File: src/common/lfa_pkg.sv
// Summary of operation
// - Lane i fault bit sets on FIFO over/underflow
// - Writing one to a lane bit clears it
// - Persisting fault sets the bit again at once
// - Summary bit clear also clears all lane bits
// - Lane fault register reads 0xFFFF after reset
// - Each trim register holds an 8-bit sampling code
// - Trims start at fuse value, readable and writable
// - Core A dual mode uses trim at 0x310
// - Core B dual mode uses trim at 0x313
// - Core A single mode with fg cal enabled: per-input trim 0x314/0x31A
// - Core B single mode with fg cal enabled: per-input trim 0x315/0x31B
// - Summary bit sets on any active lane fault
package lfa_pkg;
  localparam int          NUM_LANES = 16;
  localparam int          TRIM_W    = 8;
  localparam int          NUM_TRIM  = 6;
  localparam int          ADDR_W    = 12;
  localparam int          IDX_W     = 10;
  localparam int          DATA_W    = 32;

  // Printed offsets are word indices; byte address is four times these
  localparam logic [9:0]  IDX_ALARM_STATUS = 10'h2C1;
  localparam logic [9:0]  IDX_LANE_FAULT   = 10'h2C4;
  localparam logic [9:0]  IDX_A_DUAL       = 10'h310;
  localparam logic [9:0]  IDX_B_DUAL       = 10'h313;
  localparam logic [9:0]  IDX_A_SIN_A      = 10'h314;
  localparam logic [9:0]  IDX_B_SIN_A      = 10'h315;
  localparam logic [9:0]  IDX_A_SIN_B      = 10'h31A;
  localparam logic [9:0]  IDX_B_SIN_B      = 10'h31B;

  localparam int          SUMMARY_BIT      = 5;
  localparam logic        SUMMARY_RST      = 1'b1;
  localparam logic [15:0] LANE_FAULT_RST   = 16'hFFFF;
  localparam logic [7:0]  TRIM_RST         = 8'h00;

  localparam logic [2:0]  SLOT_A_DUAL  = 3'h0;
  localparam logic [2:0]  SLOT_B_DUAL  = 3'h1;
  localparam logic [2:0]  SLOT_A_SIN_A = 3'h2;
  localparam logic [2:0]  SLOT_B_SIN_A = 3'h3;
  localparam logic [2:0]  SLOT_A_SIN_B = 3'h4;
  localparam logic [2:0]  SLOT_B_SIN_B = 3'h5;
  localparam logic [2:0]  SLOT_NONE    = 3'h7;

  typedef enum logic [1:0] {
    LFA_LOAD_FUSE = 2'b00,
    LFA_RUN       = 2'b01
  } lfa_state_type;
endpackage

File: src/common/lfa_trim_if.sv
`timescale 1ns/1ps
`default_nettype none
interface lfa_trim_if;
  import lfa_pkg::*;
  logic [NUM_TRIM-1:0][TRIM_W-1:0] trims;
  logic                            single_mode;
  logic                            fg_cal;
  logic                            sel_in_b;
  logic [TRIM_W-1:0]               core_a_trim;
  logic [TRIM_W-1:0]               core_b_trim;

  modport ctrl (
    output trims,
    output single_mode,
    output fg_cal,
    output sel_in_b,
    input  core_a_trim,
    input  core_b_trim
  );
  modport sel (
    input  trims,
    input  single_mode,
    input  fg_cal,
    input  sel_in_b,
    output core_a_trim,
    output core_b_trim
  );
endinterface
`default_nettype wire

File: src/hw/lfa_trim_sel.sv
`timescale 1ns/1ps
`default_nettype none
module lfa_trim_sel (
  input  wire logic  clock,
  input  wire logic  sys_rst,
  lfa_trim_if.sel    tif
);
  import lfa_pkg::*;

  logic [TRIM_W-1:0] a_nxt;
  logic [TRIM_W-1:0] b_nxt;
  logic [TRIM_W-1:0] a_r;
  logic [TRIM_W-1:0] b_r;

  // Unused trims never reach the delay line
  always_comb begin
    if (tif.single_mode && tif.fg_cal) begin
      a_nxt = tif.sel_in_b ? tif.trims[SLOT_A_SIN_B]
                           : tif.trims[SLOT_A_SIN_A];
      b_nxt = tif.sel_in_b ? tif.trims[SLOT_B_SIN_B]
                           : tif.trims[SLOT_B_SIN_A];
    end else begin
      a_nxt = tif.trims[SLOT_A_DUAL];
      b_nxt = tif.trims[SLOT_B_DUAL];
    end
  end

  always_ff @(posedge clock) begin
    if (sys_rst) begin
      a_r <= TRIM_RST;
      b_r <= TRIM_RST;
    end else begin
      a_r <= a_nxt;
      b_r <= b_nxt;
    end
  end

  assign tif.core_a_trim = a_r;
  assign tif.core_b_trim = b_r;
endmodule
`default_nettype wire

File: src/hw/lfa_top.sv
`timescale 1ns/1ps
`default_nettype none
module lfa_top (
  input  wire logic                                   clock,
  input  wire logic                                   sys_rst,
  input  wire logic                                   psel,
  input  wire logic                                   penable,
  input  wire logic                                   pwrite,
  input  wire logic [lfa_pkg::ADDR_W-1:0]             paddr,
  input  wire logic [lfa_pkg::DATA_W-1:0]             pwdata,
  output logic      [lfa_pkg::DATA_W-1:0]             prdata,
  output logic                                        pready,
  output logic                                        pslverr,
  input  wire logic [lfa_pkg::NUM_LANES-1:0]          lane_overflow,
  input  wire logic [lfa_pkg::NUM_LANES-1:0]          lane_underflow,
  input  wire logic [lfa_pkg::NUM_LANES-1:0]          lane_active,
  input  wire logic [lfa_pkg::NUM_TRIM*lfa_pkg::TRIM_W-1:0] fuse_trim,
  input  wire logic                                   single_channel_mode,
  input  wire logic                                   fg_cal_enable,
  input  wire logic                                   input_sel_b,
  output logic      [lfa_pkg::TRIM_W-1:0]             core_a_trim,
  output logic      [lfa_pkg::TRIM_W-1:0]             core_b_trim,
  output logic                                        fifo_fault_summary
);
  import lfa_pkg::*;

  function automatic logic [2:0] trim_slot(input logic [IDX_W-1:0] idx);
    case (idx)
      IDX_A_DUAL:  trim_slot = SLOT_A_DUAL;
      IDX_B_DUAL:  trim_slot = SLOT_B_DUAL;
      IDX_A_SIN_A: trim_slot = SLOT_A_SIN_A;
      IDX_B_SIN_A: trim_slot = SLOT_B_SIN_A;
      IDX_A_SIN_B: trim_slot = SLOT_A_SIN_B;
      IDX_B_SIN_B: trim_slot = SLOT_B_SIN_B;
      default:     trim_slot = SLOT_NONE;
    endcase
  endfunction

  function automatic logic is_mapped(input logic [ADDR_W-1:0] a);
    logic [IDX_W-1:0] idx;
    idx = a[ADDR_W-1:2];
    is_mapped = (a[1:0] == 2'h0) &&
                ((idx == IDX_ALARM_STATUS) || (idx == IDX_LANE_FAULT) ||
                 (trim_slot(idx) != SLOT_NONE));
  endfunction

  lfa_trim_if tif ();

  lfa_state_type                   state_r;
  lfa_state_type                   state_nxt;
  logic [NUM_LANES-1:0]            fault_r;
  logic [NUM_LANES-1:0]            fault_nxt;
  logic                            summary_r;
  logic                            summary_nxt;
  logic [NUM_TRIM-1:0][TRIM_W-1:0] trim_r;
  logic [NUM_TRIM-1:0][TRIM_W-1:0] trim_nxt;
  logic [DATA_W-1:0]               prdata_r;
  logic [DATA_W-1:0]               prdata_nxt;
  logic                            err_r;
  logic                            err_nxt;

  logic [IDX_W-1:0]                idx;
  logic [2:0]                      slot;
  logic                            setup;
  logic                            wr_take;
  logic                            wr_lane;
  logic                            clr_all;
  logic [NUM_LANES-1:0]            lane_evt;
  logic                            any_active_evt;

  // Zero-wait slave; every access completes in its first access cycle
  assign pready   = 1'b1;
  assign idx      = paddr[ADDR_W-1:2];
  assign slot     = trim_slot(idx);
  assign setup    = psel && !penable;
  assign wr_take  = psel && penable && pwrite && is_mapped(paddr);
  assign wr_lane  = wr_take && (idx == IDX_LANE_FAULT);
  assign clr_all  = wr_take && (idx == IDX_ALARM_STATUS) &&
                    pwdata[SUMMARY_BIT];
  assign lane_evt = lane_overflow | lane_underflow;
  assign any_active_evt = |(lane_evt & lane_active);

  // Set wins over clear so a persisting fault is never lost
  genvar g;
  generate
    for (g = 0; g < NUM_LANES; g++) begin : g_lane
      assign fault_nxt[g] = (fault_r[g] & ~((wr_lane & pwdata[g]) | clr_all))
                            | lane_evt[g];
    end
    for (g = 0; g < NUM_TRIM; g++) begin : g_trim
      assign trim_nxt[g] =
        (state_r == LFA_LOAD_FUSE) ? fuse_trim[g*TRIM_W +: TRIM_W] :
        (wr_take && (slot == 3'(g))) ? pwdata[TRIM_W-1:0] :
        trim_r[g];
    end
  endgenerate

  always_comb begin
    summary_nxt = (summary_r & ~clr_all) | any_active_evt;
    case (state_r)
      LFA_LOAD_FUSE: state_nxt = LFA_RUN;
      LFA_RUN:       state_nxt = LFA_RUN;
      default:       state_nxt = LFA_LOAD_FUSE;
    endcase
  end

  // Read data is captured in setup so it is stable for the access cycle
  always_comb begin
    prdata_nxt = prdata_r;
    err_nxt    = err_r;
    if (setup) begin
      prdata_nxt = '0;
      err_nxt    = !is_mapped(paddr);
      if (is_mapped(paddr)) begin
        if (idx == IDX_ALARM_STATUS) begin
          prdata_nxt[SUMMARY_BIT] = summary_r;
        end else if (idx == IDX_LANE_FAULT) begin
          prdata_nxt[NUM_LANES-1:0] = fault_r;
        end else begin
          prdata_nxt[TRIM_W-1:0] = trim_r[slot];
        end
      end
    end
  end

  always_ff @(posedge clock) begin
    if (sys_rst) begin
      state_r   <= LFA_LOAD_FUSE;
      fault_r   <= LANE_FAULT_RST;
      summary_r <= SUMMARY_RST;
      trim_r    <= {NUM_TRIM{TRIM_RST}};
      prdata_r  <= '0;
      err_r     <= 1'b0;
    end else begin
      state_r   <= state_nxt;
      fault_r   <= fault_nxt;
      summary_r <= summary_nxt;
      trim_r    <= trim_nxt;
      prdata_r  <= prdata_nxt;
      err_r     <= err_nxt;
    end
  end

  assign tif.trims       = trim_r;
  assign tif.single_mode = single_channel_mode;
  assign tif.fg_cal      = fg_cal_enable;
  assign tif.sel_in_b    = input_sel_b;

  lfa_trim_sel u_sel (
    .clock   (clock),
    .sys_rst (sys_rst),
    .tif     (tif)
  );

  assign prdata             = prdata_r;
  assign pslverr            = err_r && psel && penable;
  assign core_a_trim        = tif.core_a_trim;
  assign core_b_trim        = tif.core_b_trim;
  assign fifo_fault_summary = summary_r;
endmodule
`default_nettype wire

File: config.mk
export PLATFORM = sky130hd
export DESIGN_NAME = lfa_top
export DESIGN_NICKNAME = d
export VERILOG_FILES = /design/src/common/lfa_pkg.sv /design/src/common/lfa_trim_if.sv /design/src/hw/lfa_trim_sel.sv /design/src/hw/lfa_top.sv
export SDC_FILE = /design/constraint.sdc
export NUM_CORES = 1
export LEC_CHECK = 0
export ABC_CLOCK_PERIOD_IN_PS = 1900
export BUFFER_PORTS_ARGS = -buffer_cell sky130_fd_sc_hd__buf_2
export CAP_MARGIN = 5
export CORE_MARGIN = 8
export CORE_UTILIZATION = 31
export CTS_BUF_LIST = sky130_fd_sc_hd__clkbuf_4
export DETAILED_ROUTE_END_ITERATION = 6
export HOLD_SLACK_MARGIN = 0.06
export PLACE_DENSITY = 0.56
export SYNTH_ARGS = -nofsm -noshare
export SYNTH_HDL_FRONTEND = slang
export SYNTH_HIERARCHICAL = 1
export SYNTH_SLANG_ARGS = --single-unit
File: constraint.sdc
create_clock -name clock -period 1.9 [get_ports clock]
set_clock_uncertainty 0.05 [all_clocks]
set_input_delay 0.095 -clock clock [delete_from_list [all_inputs] [get_ports clock]]
set_output_delay 0.095 -clock clock [all_outputs]
set_load 0.02 [all_outputs]
==> reports/results.md, run 1 <==
| Stage | Item | Reported |
| --- | --- | --- |
| outcome | Outcome | complete, no violations |
| logic synthesis | Number of instances in the synthesized netlist | 584 |
| finish | Area Growth Syn to Fin | 53.11% |
| setup path | WP buf/inv | 4 |
| logic synthesis | Warnings from Yosys | 6 |
| pwr | Leakage | 0.003488 uW |
| timing | Unrepaired setup endpoints after global routing | yes |
| timing | Final period utilization | 0.9909 |
| global routing | Via count of the first global-routing pass | 6,028 |
| logic synthesis | Most instantiated flip-flop cell in the synthesis netlist | dfxtp_1 |
| logic synthesis | Dominant cells by area after synthesis | dfxtp_1 37%, mux2i_1 13%, a211oi_1 8.2%, o21ai_0 4.1%, nor2_1 4.0% |
| routing | Via count normalized by instance count | 4.898 |
| finish | Final net count | 1,051 |
| clock tree | Root Buffer Master | clkbuf_4 |
| logic synthesis | Share of the yosys chip area belonging to registers | 0.3732 |
| logic synthesis | Simple-gate share of the synthesized area | 0.1520 |
| clock tree | Number of buffers created by CTS | 9 |
| die | Die X | 146.9 um |
| pwr | Total power per unit cell area | 531.1 mW/mm2 |
| die | Area of the die | 0.02157 mm2 |
| global routing | GR Overflow Total | 0 |
| finish | Most common cell after layout, fill and taps aside | buf_2 |
| setup path | Kind of cell adding the most delay to the critical path | buffers and inverters |
| place | DP Cell Count | 964 |
| clock tree | Clock latency on the worst-skew pair | 0.48 ns |
| logic synthesis | Complex-gate fraction of the synthesized area | 0.2587 |
| logic synthesis | Cell taking the most area after synthesis | dfxtp_1 |
| logic synthesis | Adder and majority cell fraction of the synthesized area | 0 |
| setup path | Cell with the largest stage delay on the worst path | dlygate4sd3_1 |
| setup path | Worst Path Required | 2.22 ns |
| place | Detailed-placement wirelength estimate | 14,320 um |
| setup path | Element type at the critical path start | input port |
| timing | Pins over their slew limit | 0 |
| flow run | Number of violations of the max-capacitance limit | 0 |
| timing | Top achievable clock speed | 531.1 MHz |
| setup path | Highest net fanout along the worst path | 2 |
| logic synthesis | Fraction of registers with async set or reset after synthesis | 0 |
| timing | Setup violations, final | 0 |
| logic synthesis | Area of the mapped netlist | 0.005310 mm2 |
| die | Top-level I/O count | 199 |
| routing | Length of the first detailed-routing pass in iterations | 4 |
| clock tree | Clock Sinks | 99 |
| global routing | Aggregate global-route resource usage | 0.1833 |
| place | Buffers added on ports | 165 |
| routing | Overall via count from detail_route | 5,550 |
| timing | Final Hold Vio Count | 0 |
| pwr | Tot Pwr | 4318 uW |
| logic synthesis | Count of flip-flops with a built-in enable after synthesis | 0 |
| logic synthesis | Dominant combinational cell family by area after synthesis | compound AO/OA/AOI/OAI gates |
| setup path | Delay of the slowest cell on the worst path | 0.60 ns |
| finish | Antenna diode instance count | 0 |
| clock tree | H-tree depth | 3 |
| logic synthesis | Number of distinct library cell variants in the gate-level netlist after synthesis | 64 |
| place | Placer's final routability congestion estimate | 0.8213 |
| finish | Layout cells sized above 1 | 0.2819 |
| setup path | Critical path, cell by cell | dlygate4sd3_1, buf_2, nor3_1, dlygate4sd3_1, o21ai_0, dlygate4sd3_1 |
| routing | Number of routed nets with antenna violations | 0 |
| die | Core box area | 0.01700 mm2 |
| logic synthesis | Xor/xnor cell area share of the yosys netlist | 0.004948 |
| pwr | Maximum vdd ir drop | 0.0003035 V |
| global routing | Maximum number of pins on one net before global-route repair | 83 |
| die | Number of rows in the core area | 48 |
| clock tree | CTS tree | built |
| logic synthesis | Syn avg cell area | 9.093 um2 |
| timing | Max-Slew Margin vs Limit | 0.1547 |
| logic synthesis | Post-synthesis register bit count | 99 |
| logic synthesis | Yosys top cell area share | 0.3732 |
| die | Floorplan die height | 146.9 um |
| setup path | Endpoint kind of the worst setup timing path | flip-flop |
| clock tree | Reg clk slew, reported paths | 0.14 ns |
| setup path | Crit-path most repeated cell | dlygate4sd3_1 |
| global routing | Initial antenna violation count | 0 |
| hold path | Type of the tightest min-delay check | input port to flip-flop |
| finish | Most frequent cells in the layout | 165 x buf_2, 151 x dlygate4sd3_1, 98 x dfxtp_1 |
| routing | DRC violation count after routing | 0 |
| routing | Violation count after the first detailed-route iteration | 223 |
| die | Effective utilization at floorplan | 0.3124 |
| timing | Worst Max-Slew Pin Slew | 1.263 ns |
| logic synthesis | Mux cell area share after synthesis | 0.1341 |
| routing | Routed wire per std cell | 17.46 um |
| timing | Minimum period implied by the final worst setup slack | 1.883 ns |
| routing | Total Routed Length | 19,790 um |
| clock tree | Number of buffers on the longest clock path | 2 |
| setup path | Data arrival time of the critical path | 2.20 ns |
| setup path | Critical path class | input port to flip-flop |
| finish | Final cell count without fillers | 1,133 |
| global routing | First-pass GRT wire length | 31,740 um |
-- state kept, by name, indices dropped and copies added (netlist names) --
| signal | count |
|---|---|
| prdata | 16 |
| state_r | 1 |
| fifo_fault_summary | 1 |
| tif.trims | 48 |
| u_sel/tif.core_b_trim | 8 |
| u_sel/tif.core_a_trim | 8 |
| fault_r | 16 |
| err_r | 1 |
-- final cells by class --
cell class,count,area (um2)
Clock inverter,5,30.03
Fill cell,1629,8866
Sequential cell,99,1986
Inverter,6,22.52
Timing Repair Buffer,354,2700
Clock buffer,11,82.58
Multi-Input combinational cell,433,3028
Tap cell,225,281.5
-- routing by layer --
metal	vias up	part of all wire	GRT usage	wire (um)
met2	188	0.46	0.2956	9012
met1	2550	0.45	0.2305	8996
li1	2789	-	-	-
met3	23	0.074	0.05752	1468
met5	-	0	0	0
met4	0	0.016	0.05100	308
-- power breakdown --
part           total, uW  leakage, uW  internal [uW]  switching (uW)
logic               1060      0.00261            548             516
clock network        997    0.0000643            293             705
registers           2260     0.000815           2180            81.2
total               4320      0.00349           3020            1300
-- cells in the mapped netlist, types with 6 or more instances --
| master | instances |
|---|---|
| nor2_1 | 56 |
| o21ai_0 | 44 |
| dfxtp_1 | 99 |
| inv_1 | 6 |
| buf_1 | 6 |
| a32o_1 | 10 |
| a22o_1 | 6 |
| a211oi_1 | 58 |
| a211oi_2 | 10 |
| nor3_1 | 19 |
| buf_4 | 21 |
| a21oi_1 | 18 |
| buf_2 | 13 |
| clkbuf_1 | 14 |
| nand2_1 | 47 |
| mux2i_1 | 70 |
-- timing repair --
item | CTS | global route
hold endpoints to repair | 75 | 0
resized for setup | 0 | 14
hold buffers | 151 | 0
setup endpoints to repair | 0 | 29
buffers inserted | 0 | 2
-- worst paths after layout --
| check | start | endpoint | slack (ns) | cells after the start |
|---|---|---|---|---|
| max | lane_overflow[2] | fault_r[2] | 0.02 | 6 |
| max reg2reg | state_r[0] | tif.trims[17] | 0.07 | 4 |
| min | paddr[11] | prdata[5] | 0.14 | 5 |
| min reg2reg | prdata[15] | prdata[15] | 0.44 | 1 |
-- logic make-up (layout without fill, tap and decap cells) --
family	count (synthesis)	count (layout)
AOI/OAI and AO/OA	185	185
muxes	71	71
DFF	99	99
buffers and inverters	67	376
xor gates and xnor gates	3	3
other	2	17
and+or+nand+nor	157	157
-- per-stage QoR --
step / utilization / area (um2) / setup TNS, ns / hold slack, ns / worst slack, ns
after floorplan: - / 5366 / 0 / 0.1482 / 0.1784
after global placement: 0.3784 / 6431 / 0 / 0.2573 / 0.07486
after detailed placement: 0.3784 / 6431 / 0 / 0.2596 / 0.05676
after CTS: 0.4739 / 8055 / 0 / 0.09401 / 0.04535
after global routing: 0.4784 / 8130 / -0.005076 / 0.1232 / -0.005076
final: 0.4784 / 8130 / 0 / 0.1447 / 0.01728
-- worst reg2reg max path: cells and delay by family, from the launching register on --
kind / cells / cell delay (ns)
buf+inv: 2 / 0.85
flops: 1 / 0.48
mux: 1 / 0.26
compound gates: 1 / 0.07
Power figures use the tool's default switching activity.
==> run 2: changes to the inputs <==
--- a/config.mk
+++ b/config.mk
@@ -14,6 +14,8 @@
 export DETAILED_ROUTE_END_ITERATION = 6
 export HOLD_SLACK_MARGIN = 0.06
 export PLACE_DENSITY = 0.56
+export REMOVE_ABC_BUFFERS = 1
+export SETUP_SLACK_MARGIN = 0.02
 export SYNTH_ARGS = -nofsm -noshare
 export SYNTH_HDL_FRONTEND = slang
 export SYNTH_HIERARCHICAL = 1
==> run 2 against run 1 <==
  * Worst hold slack got worse by 0.057 ns
  * Count of clock-buffer cells in the layout fell by 1
  * Sequential cell count did not move
  * Sequential power barely moved
  * Register-to-register slack improved by 0.05 ns
  * Total power rose by 4.4%
  * Combinational power rose by 7%
  * Clock power rose by 13%
  * Core utilization rose by 2.0 points
  * Global-route usage rose by 0.94 points
  * Largest power group unchanged
==> reports/results.md, run 2 (synthesis results as in run 1) <==
| Stage | Item | Reported | vs previous |
| --- | --- | --- | --- |
| routing | Routed wire per std cell | 18.02 um | +3.2% |
| pwr | Maximum vdd ir drop | 0.0002679 V | -12% |
| place | Detailed-placement wirelength estimate | 14,700 um | +2.7% |
| clock tree | H-tree depth | 3 | unchanged |
| finish | Most common cell after layout, fill and taps aside | dlygate4sd3_1 |  |
| finish | Footprint of the multi-input gates | 0.003039 mm2 | +0.37% |
| place | Placer's final routability congestion estimate | 0.8772 | +6.8% |
| finish | Final net count | 1,084 | +3.1% |
| die | Area of the die | 0.02157 mm2 | unchanged |
| setup path | Data arrival time of the critical path | 2.22 ns | +0.02 ns |
| clock tree | Number of buffers on the longest clock path | 2 | unchanged |
| setup path | Critical path class | input port to flip-flop |  |
| routing | Number of routed nets with antenna violations | 0 | unchanged |
| hold path | Type of the tightest min-delay check | input port to flip-flop |  |
| pwr | Switching power summed over all nets | 1336 uW | +2.7% |
| pwr | Total power per unit cell area | 532.1 mW/mm2 | +0.18% |
| pwr | Leakage | 0.003632 uW | +4.1% |
| die | Die X | 146.9 um | unchanged |
| setup path | Worst Path Required | 2.23 ns | about the same |
| clock tree | Clock latency on the worst-skew pair | 0.48 ns | about the same |
| routing | Length of the first detailed-routing pass in iterations | 4 | unchanged |
| finish | Max reg flops | 48 | unchanged |
| global routing | GR Overflow Total | 0 | unchanged |
| routing | DRC violation count after routing | 0 | unchanged |
| global routing | Aggregate global-route resource usage | 0.1927 | +0.009446 |
| flow run | Number of violations of the max-capacitance limit | 0 | unchanged |
| pwr | Proportion of power drawn by combinational gates | 0.251 | +0.005 |
| timing | Setup violations, final | 0 | unchanged |
| die | Floorplan die height | 146.9 um | unchanged |
| timing | Final Hold Vio Count | 0 | unchanged |
| setup path | Element type at the critical path start | input port |  |
| clock tree | Clock Sinks | 99 | unchanged |
| routing | Via count normalized by instance count | 4.911 | +0.25% |
| global routing | First-pass GRT wire length | 33,260 um | +4.8% |
| routing | Violation count after the first detailed-route iteration | 317 | +42% |
| global routing | Initial antenna violation count | 1 | +1 |
| finish | Utilization after layout | 0.4985 | +0.02010 |
| finish | FF+latch area | 0.001986 mm2 | unchanged |
| setup path | Highest net fanout along the worst path | 2 | unchanged |
| clock tree | Root Buffer Master | clkbuf_4 |  |
| timing | Unrepaired setup endpoints after global routing | yes |  |
| die | Top-level I/O count | 199 | unchanged |
| routing | Overall via count from detail_route | 5,731 | +3.3% |
| timing | Final period utilization | 0.9943 | +0.003365 |
| global routing | Via count of the first global-routing pass | 6,136 | +1.8% |
| finish | Filler Cell Count | 1,630 | +0.061% |
| place | Pre-CTS setup slack | 0.08329 ns | +0.02652 ns |
| timing | Max-Slew Margin vs Limit | 0.5067 | +0.3520 |
| timing | Worst Max-Slew Pin Slew | 0.7399 ns | -0.5234 ns |
| clock tree | Number of buffers created by CTS | 9 | unchanged |
| die | Number of rows in the core area | 48 | unchanged |
| pwr | Part of the power in registers | 0.500 | -0.023 |
| finish | Layout cells sized above 1 | 0.2763 | -0.005637 |
| clock tree | Reg clk slew, reported paths | 0.16 ns | +0.02 ns |
| place | Buffers added on ports | 165 | unchanged |
| pwr | Fraction of power consumed by the clock network | 0.250 | +0.019 |
| timing | Setup slack after layout | 0.01089 ns | -0.006394 ns |
| finish | Area Growth Syn to Fin | 59.54% |  |
| finish | Most frequent cells in the layout | 180 x dlygate4sd3_1, 165 x buf_2, 98 x dfxtp_1 |  |
| global routing | Maximum number of pins on one net before global-route repair | 63 | -24% |
| routing | Total Routed Length | 21,030 um | +6.3% |
| clock tree | CTS tree | built |  |
| die | Effective utilization at floorplan | 0.3124 | unchanged |
| timing | Top achievable clock speed | 529.4 MHz | -0.34% |
| die | Core box area | 0.01700 mm2 | unchanged |
| timing | Pins over their slew limit | 0 | unchanged |
| timing | Total negative slack for setup checks | 0 ns | unchanged |
| timing | Minimum period implied by the final worst setup slack | 1.889 ns | +0.006394 ns |
| setup path | Endpoint kind of the worst setup timing path | flip-flop |  |
| pwr | Pint | 3171 uW | +5.1% |
| pwr | Switching portion of total power | 0.2965 | -0.004964 |
| outcome | Outcome | complete, no violations |  |
[run 2: what timing repair did]
item	CTS	global route
setup endpoints to repair	0	16
gates resized for setup	0	11
setup buffers	0	2
hold buffers	180	0
hold endpoints to repair	79	0
[run 2: layout make-up]
cell class | instances | share of cell area
timing repair buffer | 387 | 0.3552
inverter | 6 | 0.002658
sequential | 99 | 0.2344
clock inverter | 6 | 0.006646
tap | 225 | 0.03323
clock buffer | 10 | 0.008861
multi-input combinational | 433 | 0.3587
antenna | 1 | 0.0002954
[run 2: per-stage QoR]
| step | cells | area (um2) | power (uW) | hold slack, ns |
|---|---|---|---|---|
| floorplan | 538 | 4987 | 2679 | 0.1096 |
| global placement | 968 | 6461 | 3112 | 0.2552 |
| detailed placement | 968 | 6461 | 3116 | 0.2626 |
| CTS | 1164 | 8394 | 4516 | 0.06650 |
| global route | 1167 | 8472 | 4738 | 0.06158 |
| finish | 1167 | 8472 | 4508 | 0.08800 |
[run 2: power by group through the flow]
stage	sequential (uW)	combinational, uW	clock (uW)
3_5_place_dp	2300	819	0
4_1_cts	2250	1100	1160
3_3_place_gp	2300	814	0
2_1_floorplan	2320	358	0
6_report	2250	1130	1130
5_1_grt	2270	1230	1240
[run 2: worst max-delay path, stage by stage]
cell,delay (ns)
dlygate4sd3_1,0.54
buf_2,0.14
nor3_1,0.22
dlygate4sd3_1,0.59
o21ai_0,0.08
dlygate4sd3_1,0.55
[run 2: final timing paths]
path / start / endpoint / slack, ns / depth (start not counted)
setup reg to reg: state_r[0] / tif.trims[17] / 0.12 / 4
hold / removal: pwdata[4] / tif.trims[20] / 0.09 / 3
setup / recovery: lane_underflow[4] / fault_r[4] / 0.01 / 6
hold reg to reg: prdata[14] / prdata[14] / 0.44 / 1
[run 2: per-layer routing]
layer,GRT usage,vias up,part of all wire
li1,-,2851,-
met1,0.2395,2672,0.44
met2,0.3175,187,0.47
met3,0.05291,21,0.070
met4,0.05925,0,0.016
met5,0,-,0
